`config.mk`:
```
export PLATFORM = sky130hd
export DESIGN_NAME = rcpm_top
export DESIGN_NICKNAME = d
export VERILOG_FILES = /design/src/core/rcpm_pkg.sv /design/src/core/rcpm_top.sv
export SDC_FILE = /design/constraint.sdc
export NUM_CORES = 1
export LEC_CHECK = 0
export BUFFER_PORTS_ARGS = -buffer_cell sky130_fd_sc_hd__buf_2
export CAP_MARGIN = 40
export CORE_MARGIN = 2
export CORE_UTILIZATION = 48
export CTS_BUF_LIST = sky130_fd_sc_hd__clkbuf_4 sky130_fd_sc_hd__clkbuf_8
export CTS_CLUSTER_SIZE = 24
export DETAILED_ROUTE_END_ITERATION = 10
export GPL_TIMING_DRIVEN = 0
export PLACE_DENSITY = 0.76
export SLEW_MARGIN = 20
export SYNTH_ARGS = -nofsm -noshare
export SYNTH_HDL_FRONTEND = slang
export SYNTH_SLANG_ARGS = --single-unit
```
`constraint.sdc`:
```
create_clock -name I_CLK -period 1.6 [get_ports I_CLK]
set_input_delay 0 -clock I_CLK [delete_from_list [all_inputs] [get_ports I_CLK]]
set_output_delay 0 -clock I_CLK [all_outputs]
set_load 0.02 [all_outputs]
```
`src/core/rcpm_pkg.sv`:
```
package rcpm_pkg;

  // ----------------------------------------------------------------
  // Register map
  // ----------------------------------------------------------------
  localparam int          RCPM_AW          = 4;
  localparam int          RCPM_DW          = 32;
  localparam logic [3:0]  RCPM_ADDR_STRAP  = 4'h0;
  localparam logic [3:0]  RCPM_ADDR_MUX    = 4'h4;
  localparam logic [3:0]  RCPM_ADDR_IRQSEL = 4'h8;
  localparam logic [3:0]  RCPM_ADDR_STAT   = 4'hC;

  // ----------------------------------------------------------------
  // Pin layout
  // ----------------------------------------------------------------
  localparam int          RCPM_PINS        = 64;
  localparam int          RCPM_NSTRAP      = 6;
  localparam int          RCPM_BIT_WDOG    = 0;
  localparam int          RCPM_BIT_SYNC    = 1;
  localparam int          RCPM_BIT_WIDTH   = 2;
  localparam int          RCPM_BIT_CKA     = 3;
  localparam int          RCPM_BIT_CKB     = 4;
  localparam int          RCPM_BIT_CFGS    = 5;
  localparam int          RCPM_RX_LO       = 40;
  localparam int          RCPM_RX_HI       = 42;
  localparam int          RCPM_RSV_A_LO    = 32;
  localparam int          RCPM_RSV_A_N     = 8;
  localparam int          RCPM_RSV_B_LO    = 44;
  localparam int          RCPM_RSV_B_N     = 2;
  localparam int          RCPM_HALF        = 32;
  localparam int          RCPM_NIRQ        = 15;
  localparam logic [14:0] RCPM_IRQ_EN_RST  = 15'h007F;
  localparam logic [3:0]  RCPM_DUP_MASK    = 4'hF;

  // ----------------------------------------------------------------
  // Mux control fields
  // ----------------------------------------------------------------
  localparam int          RCPM_MUX_HOST    = 0;
  localparam int          RCPM_MUX_ETH     = 1;
  localparam int          RCPM_MUX_RMII    = 2;
  localparam int          RCPM_MUX_DIR     = 3;

  typedef enum logic [1:0] {
    RCPM_ST_RESET,
    RCPM_ST_SAMPLE,
    RCPM_ST_RUN
  } rcpm_state_e;

  typedef struct packed {
    logic config_source_strap;
    logic clock_mode_strap_b;
    logic clock_mode_strap_a;
    logic bus_width_strap;
    logic host_port_sync_strap;
    logic watchdog_disable_strap;
  } rcpm_strap_s;

  typedef struct packed {
    logic eth_receive_bit3;
    logic eth_receive_bit2;
    logic eth_receive_bit1;
    logic eth_receive_bit0;
  } rcpm_ethrx_s;

endpackage

```
`src/core/rcpm_top.sv`:
```
// The strobed register port and the register addresses are this design's own decisions.
`timescale 1ns/100ps
// Operation
// (RL1) Shared pins follow the assignment held in internal configuration registers.
// (RL2) Watchdog disable strap is latched from host data bit 0 at reset release.
// (RL3) Host port sync strap is latched from host data bit 1 at reset release.
// (RL4) Bus width strap is latched from host data bit 2 at reset release.
// (RL5) Two clock mode straps are latched from host data bits 3 and 4.
// (RL6) Configuration source strap is latched from host data bit 5.
// (RL7) After reset only interrupts 1 to 7 are enabled; 1,2,3,7 have two lines.
// (RL8) Software picks one duplicate line per interrupt and reuses the other.
// (RL9) Interrupts 8 to 15 and extra alternates come only through GPIO pins.
// (RL10) Writes: master drives upper data lines; reads: slave drives them.
// (RL11) Ethernet receive bits 0 and 1 come from data pins 40 and 41.
// (RL12) Only in MII mode receive bits 2 and 3 come from pins 42 and 43.
// (RL13) In RMII mode pins for receive bits 2 and 3 are ignored.
// (RL14) With Ethernet muxed on, pins 32 to 39 and 44 to 45 are ignored.
// (RL15) The block stays in reset state while power-on reset input is asserted.
// (RL16) Latched straps hold constant until power-on reset asserts again.
module rcpm_top
  import rcpm_pkg::*;
#(
  parameter int PINS = RCPM_PINS
) (
  input  wire logic               I_CLK,
  input  wire logic               I_RSTN,
  input  wire logic               I_CE,
  input  wire logic               I_POWER_ON_RESET_IN_N,
  input  wire logic [PINS-1:0]    I_HOST_PORT_DATA,
  input  wire logic [PINS-1:0]    I_HOST_PORT_DATA_OUT,
  input  wire logic [PINS-1:0]    I_SYS_DATA_OUT,
  input  wire logic               I_SYS_WRITE,
  input  wire logic               I_HOST_READ,
  input  wire logic [3:0]         I_DUP_LINE_A,
  input  wire logic [3:0]         I_DUP_LINE_B,
  input  wire logic [7:0]         I_GPIO_IRQ,
  input  wire logic [RCPM_AW-1:0] I_ADDR,
  input  wire logic [RCPM_DW-1:0] I_WDATA,
  input  wire logic               I_WR,
  input  wire logic               I_RD,
  output logic [RCPM_DW-1:0]      O_RDATA,
  output logic [PINS-1:0]         O_HOST_PORT_DATA,
  output logic [PINS-1:0]         O_HOST_PORT_DATA_OE,
  output logic [PINS-1:0]         O_HOST_DATA_IN,
  output logic [PINS-1:0]         O_SYS_DATA_IN,
  output rcpm_ethrx_s             O_ETH_RX,
  output rcpm_strap_s             O_STRAPS,
  output logic                    O_STRAP_VALID,
  output logic [RCPM_NIRQ-1:0]    O_IRQ
);

  // ----------------------------------------------------------------
  // Pin synchronisers
  // ----------------------------------------------------------------
  logic [PINS-1:0] pin_s1_q;
  logic [PINS-1:0] pin_s2_q;
  logic [PINS-1:0] pin_s3_q;
  logic [PINS-1:0] pin_q;
  logic [2:0]      por_s_q;
  logic            por_q;
  logic [15:0]     irqin_s1_q;
  logic [15:0]     irqin_s2_q;
  logic [15:0]     irqin_s3_q;
  logic [15:0]     irqin_q;

  always_ff @(posedge I_CLK) begin
    if (!I_RSTN) begin
      pin_s1_q   <= '0;
      pin_s2_q   <= '0;
      pin_s3_q   <= '0;
      pin_q      <= '0;
      por_s_q    <= '0;
      por_q      <= 1'b0;
      irqin_s1_q <= '0;
      irqin_s2_q <= '0;
      irqin_s3_q <= '0;
      irqin_q    <= '0;
    end else if (I_CE) begin
      pin_s1_q   <= I_HOST_PORT_DATA;
      pin_s2_q   <= pin_s1_q;
      pin_s3_q   <= pin_s2_q;
      por_s_q    <= {por_s_q[1:0], I_POWER_ON_RESET_IN_N};
      irqin_s1_q <= {I_GPIO_IRQ, I_DUP_LINE_B, I_DUP_LINE_A};
      irqin_s2_q <= irqin_s1_q;
      irqin_s3_q <= irqin_s2_q;
      for (int i = 0; i < PINS; i++) begin
        if (pin_s2_q[i] == pin_s3_q[i]) begin
          pin_q[i] <= pin_s2_q[i];
        end
      end
      for (int i = 0; i < 16; i++) begin
        if (irqin_s2_q[i] == irqin_s3_q[i]) begin
          irqin_q[i] <= irqin_s2_q[i];
        end
      end
      if (por_s_q[1] == por_s_q[2]) begin
        por_q <= por_s_q[1];
      end
    end
  end

  // ----------------------------------------------------------------
  // Reset sequence and strap capture
  // ----------------------------------------------------------------
  rcpm_state_e state_q;
  rcpm_strap_s strap_q;

  always_ff @(posedge I_CLK) begin
    if (!I_RSTN) begin
      state_q <= RCPM_ST_RESET;
    end else if (I_CE) begin
      case (state_q)
        RCPM_ST_RESET: begin
          if (por_q) begin
            state_q <= RCPM_ST_SAMPLE;
          end
        end
        RCPM_ST_SAMPLE: begin
          state_q <= por_q ? RCPM_ST_RUN : RCPM_ST_RESET;
        end
        RCPM_ST_RUN: begin
          if (!por_q) begin
            state_q <= RCPM_ST_RESET; // RL15
          end
        end
        default: begin
          state_q <= RCPM_ST_RESET;
        end
      endcase
    end
  end

  always_ff @(posedge I_CLK) begin
    if (!I_RSTN) begin
      strap_q <= '0;
    end else if (I_CE && state_q == RCPM_ST_SAMPLE) begin // RL16
      strap_q.watchdog_disable_strap <= pin_q[RCPM_BIT_WDOG];  // RL2
      strap_q.host_port_sync_strap   <= pin_q[RCPM_BIT_SYNC];  // RL3
      strap_q.bus_width_strap        <= pin_q[RCPM_BIT_WIDTH]; // RL4
      strap_q.clock_mode_strap_a     <= pin_q[RCPM_BIT_CKA];   // RL5
      strap_q.clock_mode_strap_b     <= pin_q[RCPM_BIT_CKB];   // RL5
      strap_q.config_source_strap    <= pin_q[RCPM_BIT_CFGS];  // RL6
    end
  end

  // ----------------------------------------------------------------
  // Configuration registers
  // ----------------------------------------------------------------
  logic [3:0]           mux_q;
  logic [RCPM_NIRQ-1:0] irq_en_q;
  logic [3:0]           dup_sel_q;
  logic                 run;

  assign run = (state_q == RCPM_ST_RUN);

  always_ff @(posedge I_CLK) begin
    if (!I_RSTN || (I_CE && !run)) begin
      mux_q     <= '0;
      irq_en_q  <= RCPM_IRQ_EN_RST; // RL7
      dup_sel_q <= '0;
    end else if (I_CE && I_WR) begin
      if (I_ADDR == RCPM_ADDR_MUX) begin
        mux_q <= I_WDATA[3:0]; // RL1
      end
      if (I_ADDR == RCPM_ADDR_IRQSEL) begin
        irq_en_q  <= I_WDATA[RCPM_NIRQ-1:0];
        dup_sel_q <= I_WDATA[RCPM_HALF-1 -: 4] & RCPM_DUP_MASK; // RL8
      end
    end
  end

  always_ff @(posedge I_CLK) begin
    if (!I_RSTN) begin
      O_RDATA <= '0;
    end else if (I_CE) begin
      O_RDATA <= '0;
      if (I_RD) begin
        case (I_ADDR)
          RCPM_ADDR_STRAP:  O_RDATA <= {{(RCPM_DW-RCPM_NSTRAP){1'b0}}, strap_q};
          RCPM_ADDR_MUX:    O_RDATA <= {28'h0000000, mux_q};
          RCPM_ADDR_IRQSEL: O_RDATA <= {dup_sel_q, 13'h0, irq_en_q};
          RCPM_ADDR_STAT:   O_RDATA <= {30'h0, por_q, run};
          default:          O_RDATA <= '0;
        endcase
      end
    end
  end

  // ----------------------------------------------------------------
  // Pin routing
  // ----------------------------------------------------------------
  logic [PINS-1:0] ign;
  logic            eth_on;
  logic            wide;

  assign eth_on = mux_q[RCPM_MUX_ETH];
  assign wide   = strap_q.bus_width_strap;

  always_comb begin
    ign = '0;
    if (!wide) begin
      ign[PINS-1:RCPM_HALF] = '1;
    end
    if (eth_on) begin
      ign[RCPM_RSV_A_LO +: RCPM_RSV_A_N] = '1; // RL14
      ign[RCPM_RSV_B_LO +: RCPM_RSV_B_N] = '1; // RL14
      ign[RCPM_RX_LO +: 4]               = '1;
    end
  end

  always_ff @(posedge I_CLK) begin
    if (!I_RSTN || (I_CE && !run)) begin
      O_HOST_PORT_DATA    <= '0;
      O_HOST_PORT_DATA_OE <= '0;
      O_HOST_DATA_IN      <= '0;
      O_SYS_DATA_IN       <= '0;
      O_ETH_RX            <= '0;
    end else if (I_CE) begin
      if (mux_q[RCPM_MUX_HOST]) begin // RL1
        O_HOST_PORT_DATA    <= I_HOST_PORT_DATA_OUT & ~ign;
        O_HOST_PORT_DATA_OE <= {PINS{I_HOST_READ}} & ~ign;
        O_HOST_DATA_IN      <= pin_q & ~ign;
        O_SYS_DATA_IN       <= '0;
      end else begin
        O_HOST_PORT_DATA    <= I_SYS_DATA_OUT & ~ign;
        O_HOST_PORT_DATA_OE <= {PINS{I_SYS_WRITE ^ mux_q[RCPM_MUX_DIR]}} & ~ign; // RL10
        O_SYS_DATA_IN       <= pin_q & ~ign;
        O_HOST_DATA_IN      <= '0;
      end
      if (eth_on) begin
        O_ETH_RX.eth_receive_bit0 <= pin_q[RCPM_RX_LO];     // RL11
        O_ETH_RX.eth_receive_bit1 <= pin_q[RCPM_RX_LO + 1]; // RL11
        O_ETH_RX.eth_receive_bit2 <= mux_q[RCPM_MUX_RMII] ? 1'b0 : pin_q[RCPM_RX_HI];     // RL12 RL13
        O_ETH_RX.eth_receive_bit3 <= mux_q[RCPM_MUX_RMII] ? 1'b0 : pin_q[RCPM_RX_HI + 1]; // RL12 RL13
      end else begin
        O_ETH_RX <= '0;
      end
    end
  end

  // ----------------------------------------------------------------
  // Interrupt line selection
  // ----------------------------------------------------------------
  logic [RCPM_NIRQ-1:0] irq_raw;

  always_comb begin
    irq_raw = '0;
    irq_raw[6:0] = {dup_sel_q[3] ? irqin_q[7] : irqin_q[3], 3'b000,
                    dup_sel_q[2] ? irqin_q[6] : irqin_q[2],
                    dup_sel_q[1] ? irqin_q[5] : irqin_q[1],
                    dup_sel_q[0] ? irqin_q[4] : irqin_q[0]}; // RL7
    irq_raw[14:7] = irqin_q[15:8]; // RL9
  end

  always_ff @(posedge I_CLK) begin
    if (!I_RSTN) begin
      O_IRQ         <= '0;
      O_STRAPS      <= '0;
      O_STRAP_VALID <= 1'b0;
    end else if (I_CE) begin
      O_IRQ         <= run ? (irq_raw & irq_en_q) : '0;
      O_STRAPS      <= strap_q;
      O_STRAP_VALID <= run;
    end
  end

endmodule

```
Yosys cells after proc, flatten, opt, wreduce, memory -nomap -nowiden
Index checks and enable logic that the tools add are counted.

storage, ports and cells
  flip-flop bits (word level) = 669
  bits in latches = 0
  bits in writable memories = 0
  ROM bits = 0
  bits of input ports = 252
  output and inout port bits = 314
  word-level logic and storage cells = 323
  memories kept = 0

operators by class
  add/subtract/negate cells = 0
  multipliers = 0
  div/mod/pow operators = 0
  $lt $le $gt $ge = 0
  equal/unequal tests = 88
  shifts and indexed selects = 0
  multiplexer cells = 20
  bitwise operators = 8
  reductions and logical operators = 92

operators by type and width
  cell                                                                   number
  64-bit AND                                                             5
  64-bit two-way mux                                                     4
  2-bit AND reduction                                                    83
  32-bit one-hot mux with 4 select lines                                 1
  1-bit equality test                                                    81
  32-bit two-way mux                                                     2
  64-bit inverter                                                        1
  15-bit AND                                                             1
  15-bit two-way mux                                                     1
  14-bit two-way mux                                                     1
  4-bit equality test, second input constant                             2
  1-bit two-way mux                                                      6
  2-bit two-way mux                                                      3
  2-bit one-hot mux with 3 select lines                                  1
  4-bit by 3-bit equality test with 1-bit output, second input constant  1
  4-bit zero test                                                        1
  4-bit two-way mux                                                      1
  2-bit != test, second input constant                                   2
  1-bit logical AND                                                      3
  3-bit AND reduction                                                    1
  2-bit by 1-bit equality test with 1-bit output, second input constant  1
  2-bit equality test, second input constant                             1
  1-bit zero test                                                        2
  2-bit zero test                                                        1
  2 further kinds                                                        2

Longest topological paths before layout
Gate-level depths: netlist of the first run.

  depth in word-level cells = 5
  depth in mapped cells = 6
  depth with buffers taken out = 3

Least setup slack after synthesis of the first run
Ideal clock, no wire load.

  kind = flip-flop to flip-flop
  start = register mux_q[0]
  end = register O_HOST_PORT_DATA[39]
  library setup time = 0.117 ns
  arrival time = 1.315 ns
  data required time = 1.483 ns
  path slack = 0.168 ns
  cell stages (with the launch flop) = 6
  buffers on the path = 2
  clock period less this slack = 1.432 ns
  cell sequence = dfxtp_1 -> buf_2 -> clkbuf_1 -> mux2_2 -> a22oi_1 -> nor2_1

on the way
  cells in the longest elaborated chain, start to end = 1

ends and longest elaborated chain
  item                    RTL line         source
  start, declared         rcpm_top.sv:149  logic [3:0] mux_q;
  start signal, assigned  rcpm_top.sv:163  mux_q <= I_WDATA[3:0];
  64-bit two-way mux      rcpm_top.sv:219  if (mux_q[RCPM_MUX_HOST]) begin
  end signal, assigned    rcpm_top.sv:220  O_HOST_PORT_DATA <= I_HOST_PORT_DATA_OUT & ~ign;
  end signal, assigned    rcpm_top.sv:225  O_HOST_PORT_DATA <= I_SYS_DATA_OUT & ~ign;
  end, declared           rcpm_top.sv:42   output logic [PINS-1:0] O_HOST_PORT_DATA,

Every way passes these cells.
A chain may end at the register's enable or synchronous reset.

Final worst setup path of the first run
  start = input I_ADDR[2]
  end = register dup_sel_q[2]

on the way
  cells in the longest elaborated chain, start to end = 2

ends and longest elaborated chain
  item                                  RTL line         source
  start, declared                       rcpm_top.sv:37   input wire logic [RCPM_AW-1:0] I_ADDR,
  4-bit equality test                   rcpm_top.sv:165  if (I_ADDR == RCPM_ADDR_IRQSEL) begin
  2-bit AND reduction (no source line)  n/a
  end signal, assigned                  rcpm_top.sv:167  dup_sel_q <= I_WDATA[RCPM_HALF-1 -: 4] & RCPM_DUP_MASK;
  end, declared                         rcpm_top.sv:151  logic [3:0] dup_sel_q;

Every way passes these cells.

==> impl_metrics.toml, run 1 <==
[routing]
ant_nets = 0
drc = 0
drtPass1Iterations = 6
viasPerCell = 5.56
wirelength_um = 87800
num_vias = 22300
drtIter0Drc = 2228
wl_per_cell_um = 21.9

[clock_network]
cts-root-buf = "clkbuf_8"
clkTransAtPathRegs_ns = 0.07
cts.htree.levels = 3
cts_sinks = 592
cts_buffers = 96
cts_buffer_depth = 3
clock_latency_ns = 0.68
tritoncts = "built"

[setup_path]
worstPathRequired_ns = 2.19
startpoint_type = "primary input"
worstPathArrival_ns = 2.16
end_kind = "flop"
path_cells = "buf_2 -> buf_2 -> nor3b_2 -> clkbuf_1 -> dlygate4sd3_1 -> nand3_1 -> a21oi_1"
reg2reg_setup_slack_ns = 0.03
crit_slowest_cell = "dlygate4sd3_1"
cpMostUsedCell = "buf_2"
slowest_delay_ns = 0.67
setup.worst_path.end = "dup_sel_q[2]$_SDFFE_PP0P_"
reg2reg_to = "O_HOST_PORT_DATA[55]$_SDFFE_PP0P_"
crit_fanout = 9
timing.critical_path.from = "I_ADDR[2]"
critPathKind = "primary input to flop"
reg2reg_depth = 5
reg2reg_from = "mux_q[0]$_SDFFE_PP0P_"

[sta]
slew_headroom = 0.398
drv_slew = 0
worstMarginPinSlew_ns = 0.904
final_hold_viol_count = 0
setup_violations = 0
max_freq_mhz = 637
fin_crit_sh = 0.982
finalCriticalPeriod_ns = 1.57
hold_ws_ns = 0.0792
fin_tns_setup_ns = 0
finClkSkew_ns = 0.0340
setup_slack_ns = 0.0296

[place]
port_buffers = 535
dp_cells = 3583
place_congestion = 0.927
hpwl_um = 59500
dpl_cell_area_um2 = 26400
post-place-ws_ns = -0.843

[finish]
finish.utilization = 0.666
syn2layout_area_growth_pct = 36.3
fin_area_um2 = 31100
drive_above_1_share = 0.279
fin_cells = 4014
nets = 3587

[floorplan]
ioPinCount = 566
die_w_um = 222
initial_core_util = 0.489
die_h_um = 222
dieArea_um2 = 49400
core-area_um2 = 46800
rows = 79

[power_and_ir_drop]
finalPower_mw = 31.3
vdd_ir_drop_max_mv = 0.875
swShare = 0.246
p_leak_nw = 14.4
powerDensity_nw_per_um2 = 1010
pwr-share-seq = 0.485
p_comb_frac = 0.090
switchingPower_mw = 7.72
internal-power_mw = 23.6
clkPwrFrac = 0.425

[yosys]
seq_area_frac_synth = 0.519
synth_cell_types = 44
synth_top_area_cell = "dfxtp_1"
synthArstFlopShare = 0
syn_area_um2 = 22800
synth_top_area_frac = 0.519
ys_ff_latch = 592
yosysWarnings = 0
synth_top_cells_by_area = "dfxtp_1, mux2i_1, nor2_1"
synth_most_common_cell = "dfxtp_1"
synthCells = 2425
ys.flop_type = "dfxtp_1"
synth_area_per_cell_um2 = 9.42
synth_common_cells = "dfxtp_1, nor2_1, mux2i_1"
synth_edf_count = 0

[global_routing]
grt_pass1_wl_um = 130000
grt_max_degree = 20
track_usage = 0.340
antenna_found_initial = 10
grt_overflow = 0
first_global_vias = 22100

[hold_path]
hold_path.class = "primary input to flop"

[outcome]
status = "complete, no violations"

[flow_run]
cap_violations = 0
-- layout make-up --
| class | count | area [um^2] |
|---|---|---|
| Antenna cell | 5 | 12.5 |
| Clock inverter | 16 | 93.8 |
| Tap cell | 607 | 759 |
| Sequential cell | 592 | 11900 |
| Inverter | 4 | 15.0 |
| Fill cell | 3509 | 15600 |
| Clock buffer | 149 | 1860 |
| Multi-Input combinational cell | 1580 | 9670 |
| Timing Repair Buffer | 802 | 5370 |
| Buffer | 259 | 1490 |
-- cell families after synthesis --
kind of cell	count (synthesis)	share of synthesized area
multiplexers	329	0.147
AO/OA/AOI/OAI	525	0.147
flip-flops	592	0.519
buffers and inverters	268	0.0621
AND/OR/NAND/NOR	709	0.125
XOR/XNOR	1	0.000383
other	1	0.000164
-- worst min path at each step --
stage	slack, ns	cells past startpoint	endpoint	startpoint
2_1_floorplan	0.15	2	irqin_s1_q[0]$_SDFFE_PN0P_	I_DUP_LINE_A[0]
3_3_place_gp	0.23	3	pin_s1_q[37]$_SDFFE_PN0P_	I_HOST_PORT_DATA[37]
3_5_place_dp	0.24	3	pin_s1_q[25]$_SDFFE_PN0P_	I_HOST_PORT_DATA[25]
4_1_cts	0.009	5	O_RDATA[1]$_SDFFE_PN0P_	I_ADDR[2]
5_1_grt	0.08	4	O_HOST_PORT_DATA_OE[45]$_SDFFE_PP0P_	I_CE
6_report	0.08	5	O_RDATA[1]$_SDFFE_PN0P_	I_ADDR[2]
-- flip-flops by register name, indices dropped and copies added (netlist names), 2 cells and up --
name                 cells
pin_s2_q                64
dup_sel_q                4
irqin_s1_q              16
mux_q                    4
strap_q                  5
irqin_s3_q              16
O_HOST_DATA_IN          64
O_IRQ                   12
pin_s3_q                64
O_RDATA                 19
irqin_q                 16
irq_en_q                15
O_STRAPS                 6
O_SYS_DATA_IN           64
pin_q                   64
state_q                  2
pin_s1_q                64
por_s_q                  3
O_HOST_PORT_DATA        64
O_HOST_PORT_DATA_OE      3
irqin_s2_q              16
O_ETH_RX                 4
-- timing repair --
item | 4_1_cts | 5_1_grt
buffers inserted | 5 | 0
endpoints found under the hold margin | 180 | 0
endpoints found under the setup margin | 281 | 75
gates resized for setup | 47 | 24
hold buffers | 260 | 0
pin swaps | 1 | 0
-- worst max-delay path, delay by kind of cell --
family,cells,cell delay [ns]
and+or+nand+nor,2,0.60
buffers and inverters,4,1.40
AOI/OAI and AO/OA,1,0.16
-- layer usage --
| metal | vias to the layer above | GRT usage | share of wire |
|---|---|---|---|
| li1 | 10100 | - | - |
| met1 | 10700 | 0.382 | 0.37 |
| met2 | 1195 | 0.580 | 0.47 |
| met3 | 324 | 0.0851 | 0.089 |
| met4 | 10 | 0.211 | 0.065 |
| met5 | - | 0 | 0.00070 |
-- power groups by stage --
stage / logic, mW / registers [mW] / clock network (mW)
after global placement: 2.12 / 15.5 / 0
after CTS: 2.71 / 15.2 / 13.4
after global routing: 2.97 / 15.2 / 14.1
after floorplan: 1.25 / 15.5 / 0
after detailed placement: 2.16 / 15.5 / 0
final: 2.82 / 15.2 / 13.3
-- layout by cell type, fill, tap and decap left out, types with 3 or more instances in the layout --
master,netlist,routed
buf_2,82,597
dfxtp_1,592,586
nor2_1,427,427
mux2i_1,289,288
dlygate4sd3_1,0,260
nand2_1,190,190
a21oi_1,156,155
clkbuf_8,0,118
o21ai_0,108,108
buf_4,80,98
a21o_1,81,81
a22oi_1,80,80
clkbuf_1,93,71
nand3_1,66,66
mux2_2,39,39
clkbuf_4,0,35
a211oi_1,36,35
a2bb2oi_1,32,32
a32oi_1,26,26
clkbuf_2,2,18
conb_1,1,16
clkinv_2,0,11
buf_6,1,6
diode_2,0,5
dfxtp_2,0,4
and3b_1,5,4
nor2b_1,5,4
clkinvlp_4,0,4
inv_1,3,3
buf_1,6,3
Power figures use the tool's default switching activity.
==> inputs of run 2 (changes only) <==
--- a/config.mk
+++ b/config.mk
@@ -7,13 +7,12 @@
 export LEC_CHECK = 0
 export BUFFER_PORTS_ARGS = -buffer_cell sky130_fd_sc_hd__buf_2
 export CAP_MARGIN = 40
-export CORE_MARGIN = 2
-export CORE_UTILIZATION = 48
+export CORE_UTILIZATION = 45
 export CTS_BUF_LIST = sky130_fd_sc_hd__clkbuf_4 sky130_fd_sc_hd__clkbuf_8
 export CTS_CLUSTER_SIZE = 24
 export DETAILED_ROUTE_END_ITERATION = 10
 export GPL_TIMING_DRIVEN = 0
-export PLACE_DENSITY = 0.76
+export PLACE_DENSITY = 0.72
 export SLEW_MARGIN = 20
 export SYNTH_ARGS = -nofsm -noshare
 export SYNTH_HDL_FRONTEND = slang
==> run 2 against run 1 <==
Net effect: the run now ends with negative hold slack left; core utilization down 3.7 points; register-to-register slack about the same; via count down 1.0%; critical path depth down 1; critical endpoint is now O_HOST_DATA_IN[22]$_SDFFE_PP0P_; largest power group unchanged.
==> impl_metrics.toml, run 2 (synthesis gave the netlist of run 1 again) <==
[global_routing]
first_global_vias = 21700
antenna_found_initial = 20
grt_max_degree = 20
grt_overflow = 0
track_usage = 0.322
grt_pass1_wl_um = 125000

[power_and_ir_drop]
vdd_ir_drop_max_mv = 0.666
internal-power_mw = 24.9
p_leak_nw = 14.5
swShare = 0.242
switchingPower_mw = 7.95
pwr-share-seq = 0.462
powerDensity_nw_per_um2 = 1040
finalPower_mw = 32.9
p_comb_frac = 0.086
clkPwrFrac = 0.452

[sta]
final_hold_viol_count = 3
finClkSkew_ns = 0.0298
drv_slew = 0
slew_headroom = 0.383
hold_ws_ns = -0.0407
max_freq_mhz = 638
fin_tns_setup_ns = 0
finalCriticalPeriod_ns = 1.57
fin_crit_sh = 0.980
setup_violations = 0
worstMarginPinSlew_ns = 0.925

[setup_path]
end_kind = "flop"
worstPathArrival_ns = 2.13
startpoint_type = "flop"
worstPathRequired_ns = 2.16
reg2reg_to = "O_HOST_DATA_IN[22]$_SDFFE_PP0P_"
reg2reg_depth = 6
reg2reg_from = "state_q[1]$_SDFFE_PN0P_"
reg2reg_setup_slack_ns = 0.03
crit_fanout = 10
critPathKind = "flop to flop"

[finish]
fin_area_um2 = 31500
fin_cells = 4096
syn2layout_area_growth_pct = 37.9
final_cell_mix = "buf_2, dfxtp_1, nor2_1, mux2i_1, dlygate4sd3_1"
nets = 3585
drive_above_1_share = 0.281
final_common_cell = "buf_2"

[place]
dp_cells = 3649
port_buffers = 535
place_congestion = 0.915
hpwl_um = 59400
dpl_cell_area_um2 = 26400

[clock_network]
cts_buffers = 97
cts_sinks = 592
cts-root-buf = "clkbuf_8"
clkTransAtPathRegs_ns = 0.06
tritoncts = "built"
clock_latency_ns = 0.71
cts.htree.levels = 3
cts_buffer_depth = 3

[routing]
num_vias = 22100
drtIter0Drc = 1670
drc = 0
wl_per_cell_um = 21.3
wirelength_um = 87200
ant_nets = 0
drtPass1Iterations = 7
viasPerCell = 5.39

[outcome]
status = "finished with violations"
violations = "negative hold slack"

[floorplan]
rows = 82
ioPinCount = 566
core-area_um2 = 50100
die_w_um = 227
initial_core_util = 0.456
dieArea_um2 = 51700
die_h_um = 227

[flow_run]
cap_violations = 0

[hold_path]
min_path_cells = 4
hp-start = "I_ADDR[2]"
hold_path_end = "dup_sel_q[1]$_SDFFE_PP0P_"
hold_path.class = "primary input to flop"
## run 2: cell count changes in the layout (fill, tap and decap cells not counted), moves of 4 or more
cell       change
mux2i_2        +4
buf_4          -7
diode_2        +9
clkbuf_8       +6
bufinv_16      +6
clkbuf_2       -4
## run 2: through the flow
step                 util  worst slack (ns)
floorplan               -             0.168
global placement    0.528             -1.02
detailed placement  0.528            -0.660
CTS                 0.627          0.000567
global route        0.629          -0.00670
finish              0.629            0.0326
## run 2: cell type report
| class | count | area [um^2] |
|---|---|---|
| Multi-Input combinational cell | 1580 | 9670 |
| Clock inverter | 20 | 272 |
| Sequential cell | 592 | 11900 |
| Buffer | 258 | 1510 |
| Fill cell | 4095 | 18600 |
| Tap cell | 672 | 841 |
| Antenna cell | 14 | 35.0 |
| Inverter | 4 | 15.0 |
| Timing Repair Buffer | 800 | 5350 |
| Clock buffer | 156 | 1950 |
## run 2: repair_timing
item,in CTS,in global routing
pin swaps,1,0
setup buffers,3,0
hold endpoints to repair,180,0
gates cloned,0,0
gates resized for setup,40,48
endpoints found under the setup margin,262,141
hold buffers,261,0
## run 2: metal layers
metal	GRT usage	up-vias	part of all wire	wire [um]
met3	0.0882	321	0.085	7440
met4	0.234	8	0.070	6080
li1	-	10200	-	-
met5	0	-	0.00057	50
met1	0.351	10500	0.37	32300
met2	0.540	1100	0.47	41300
## run 2: worst max-delay path, cell delays in order (launching register included)
cell	delay, ns
dfxtp_1	0.34
nor2b_2	0.19
o21ai_2	0.21
buf_8	0.21
buf_12	0.17
buf_2	0.23
a21oi_1	0.07
## run 2: worst max path at each step
| stage | from | end | slack, ns | cells after the start |
|---|---|---|---|---|
| 6_report | state_q[1]$_SDFFE_PN0P_ | O_HOST_DATA_IN[22]$_SDFFE_PP0P_ | 0.03 | 6 |
| 2_1_floorplan | mux_q[0]$_SDFFE_PP0P_ | O_HOST_PORT_DATA[39]$_SDFFE_PP0P_ | 0.17 | 5 |
| 5_1_grt | mux_q[0]$_SDFFE_PP0P_ | O_HOST_DATA_IN[31]$_SDFFE_PP0P_ | -0.007 | 5 |
| 3_5_place_dp | I_CE | O_HOST_DATA_IN[43]$_SDFFE_PP0P_ | -0.66 | 8 |
| 3_3_place_gp | I_CE | O_HOST_DATA_IN[47]$_SDFFE_PP0P_ | -1.02 | 7 |
| 4_1_cts | mux_q[0]$_SDFFE_PP0P_ | O_HOST_PORT_DATA[49]$_SDFFE_PP0P_ | 0.0006 | 5 |
## run 2: power groups by stage
stage	Clock, mW	Sequential (mW)	Combinational [mW]
6_report	14.9	15.2	2.84
5_1_grt	15.7	15.2	3.00
4_1_cts	15.0	15.2	2.72
3_5_place_dp	0	15.5	2.18
3_3_place_gp	0	15.5	2.14
2_1_floorplan	0	15.5	1.25
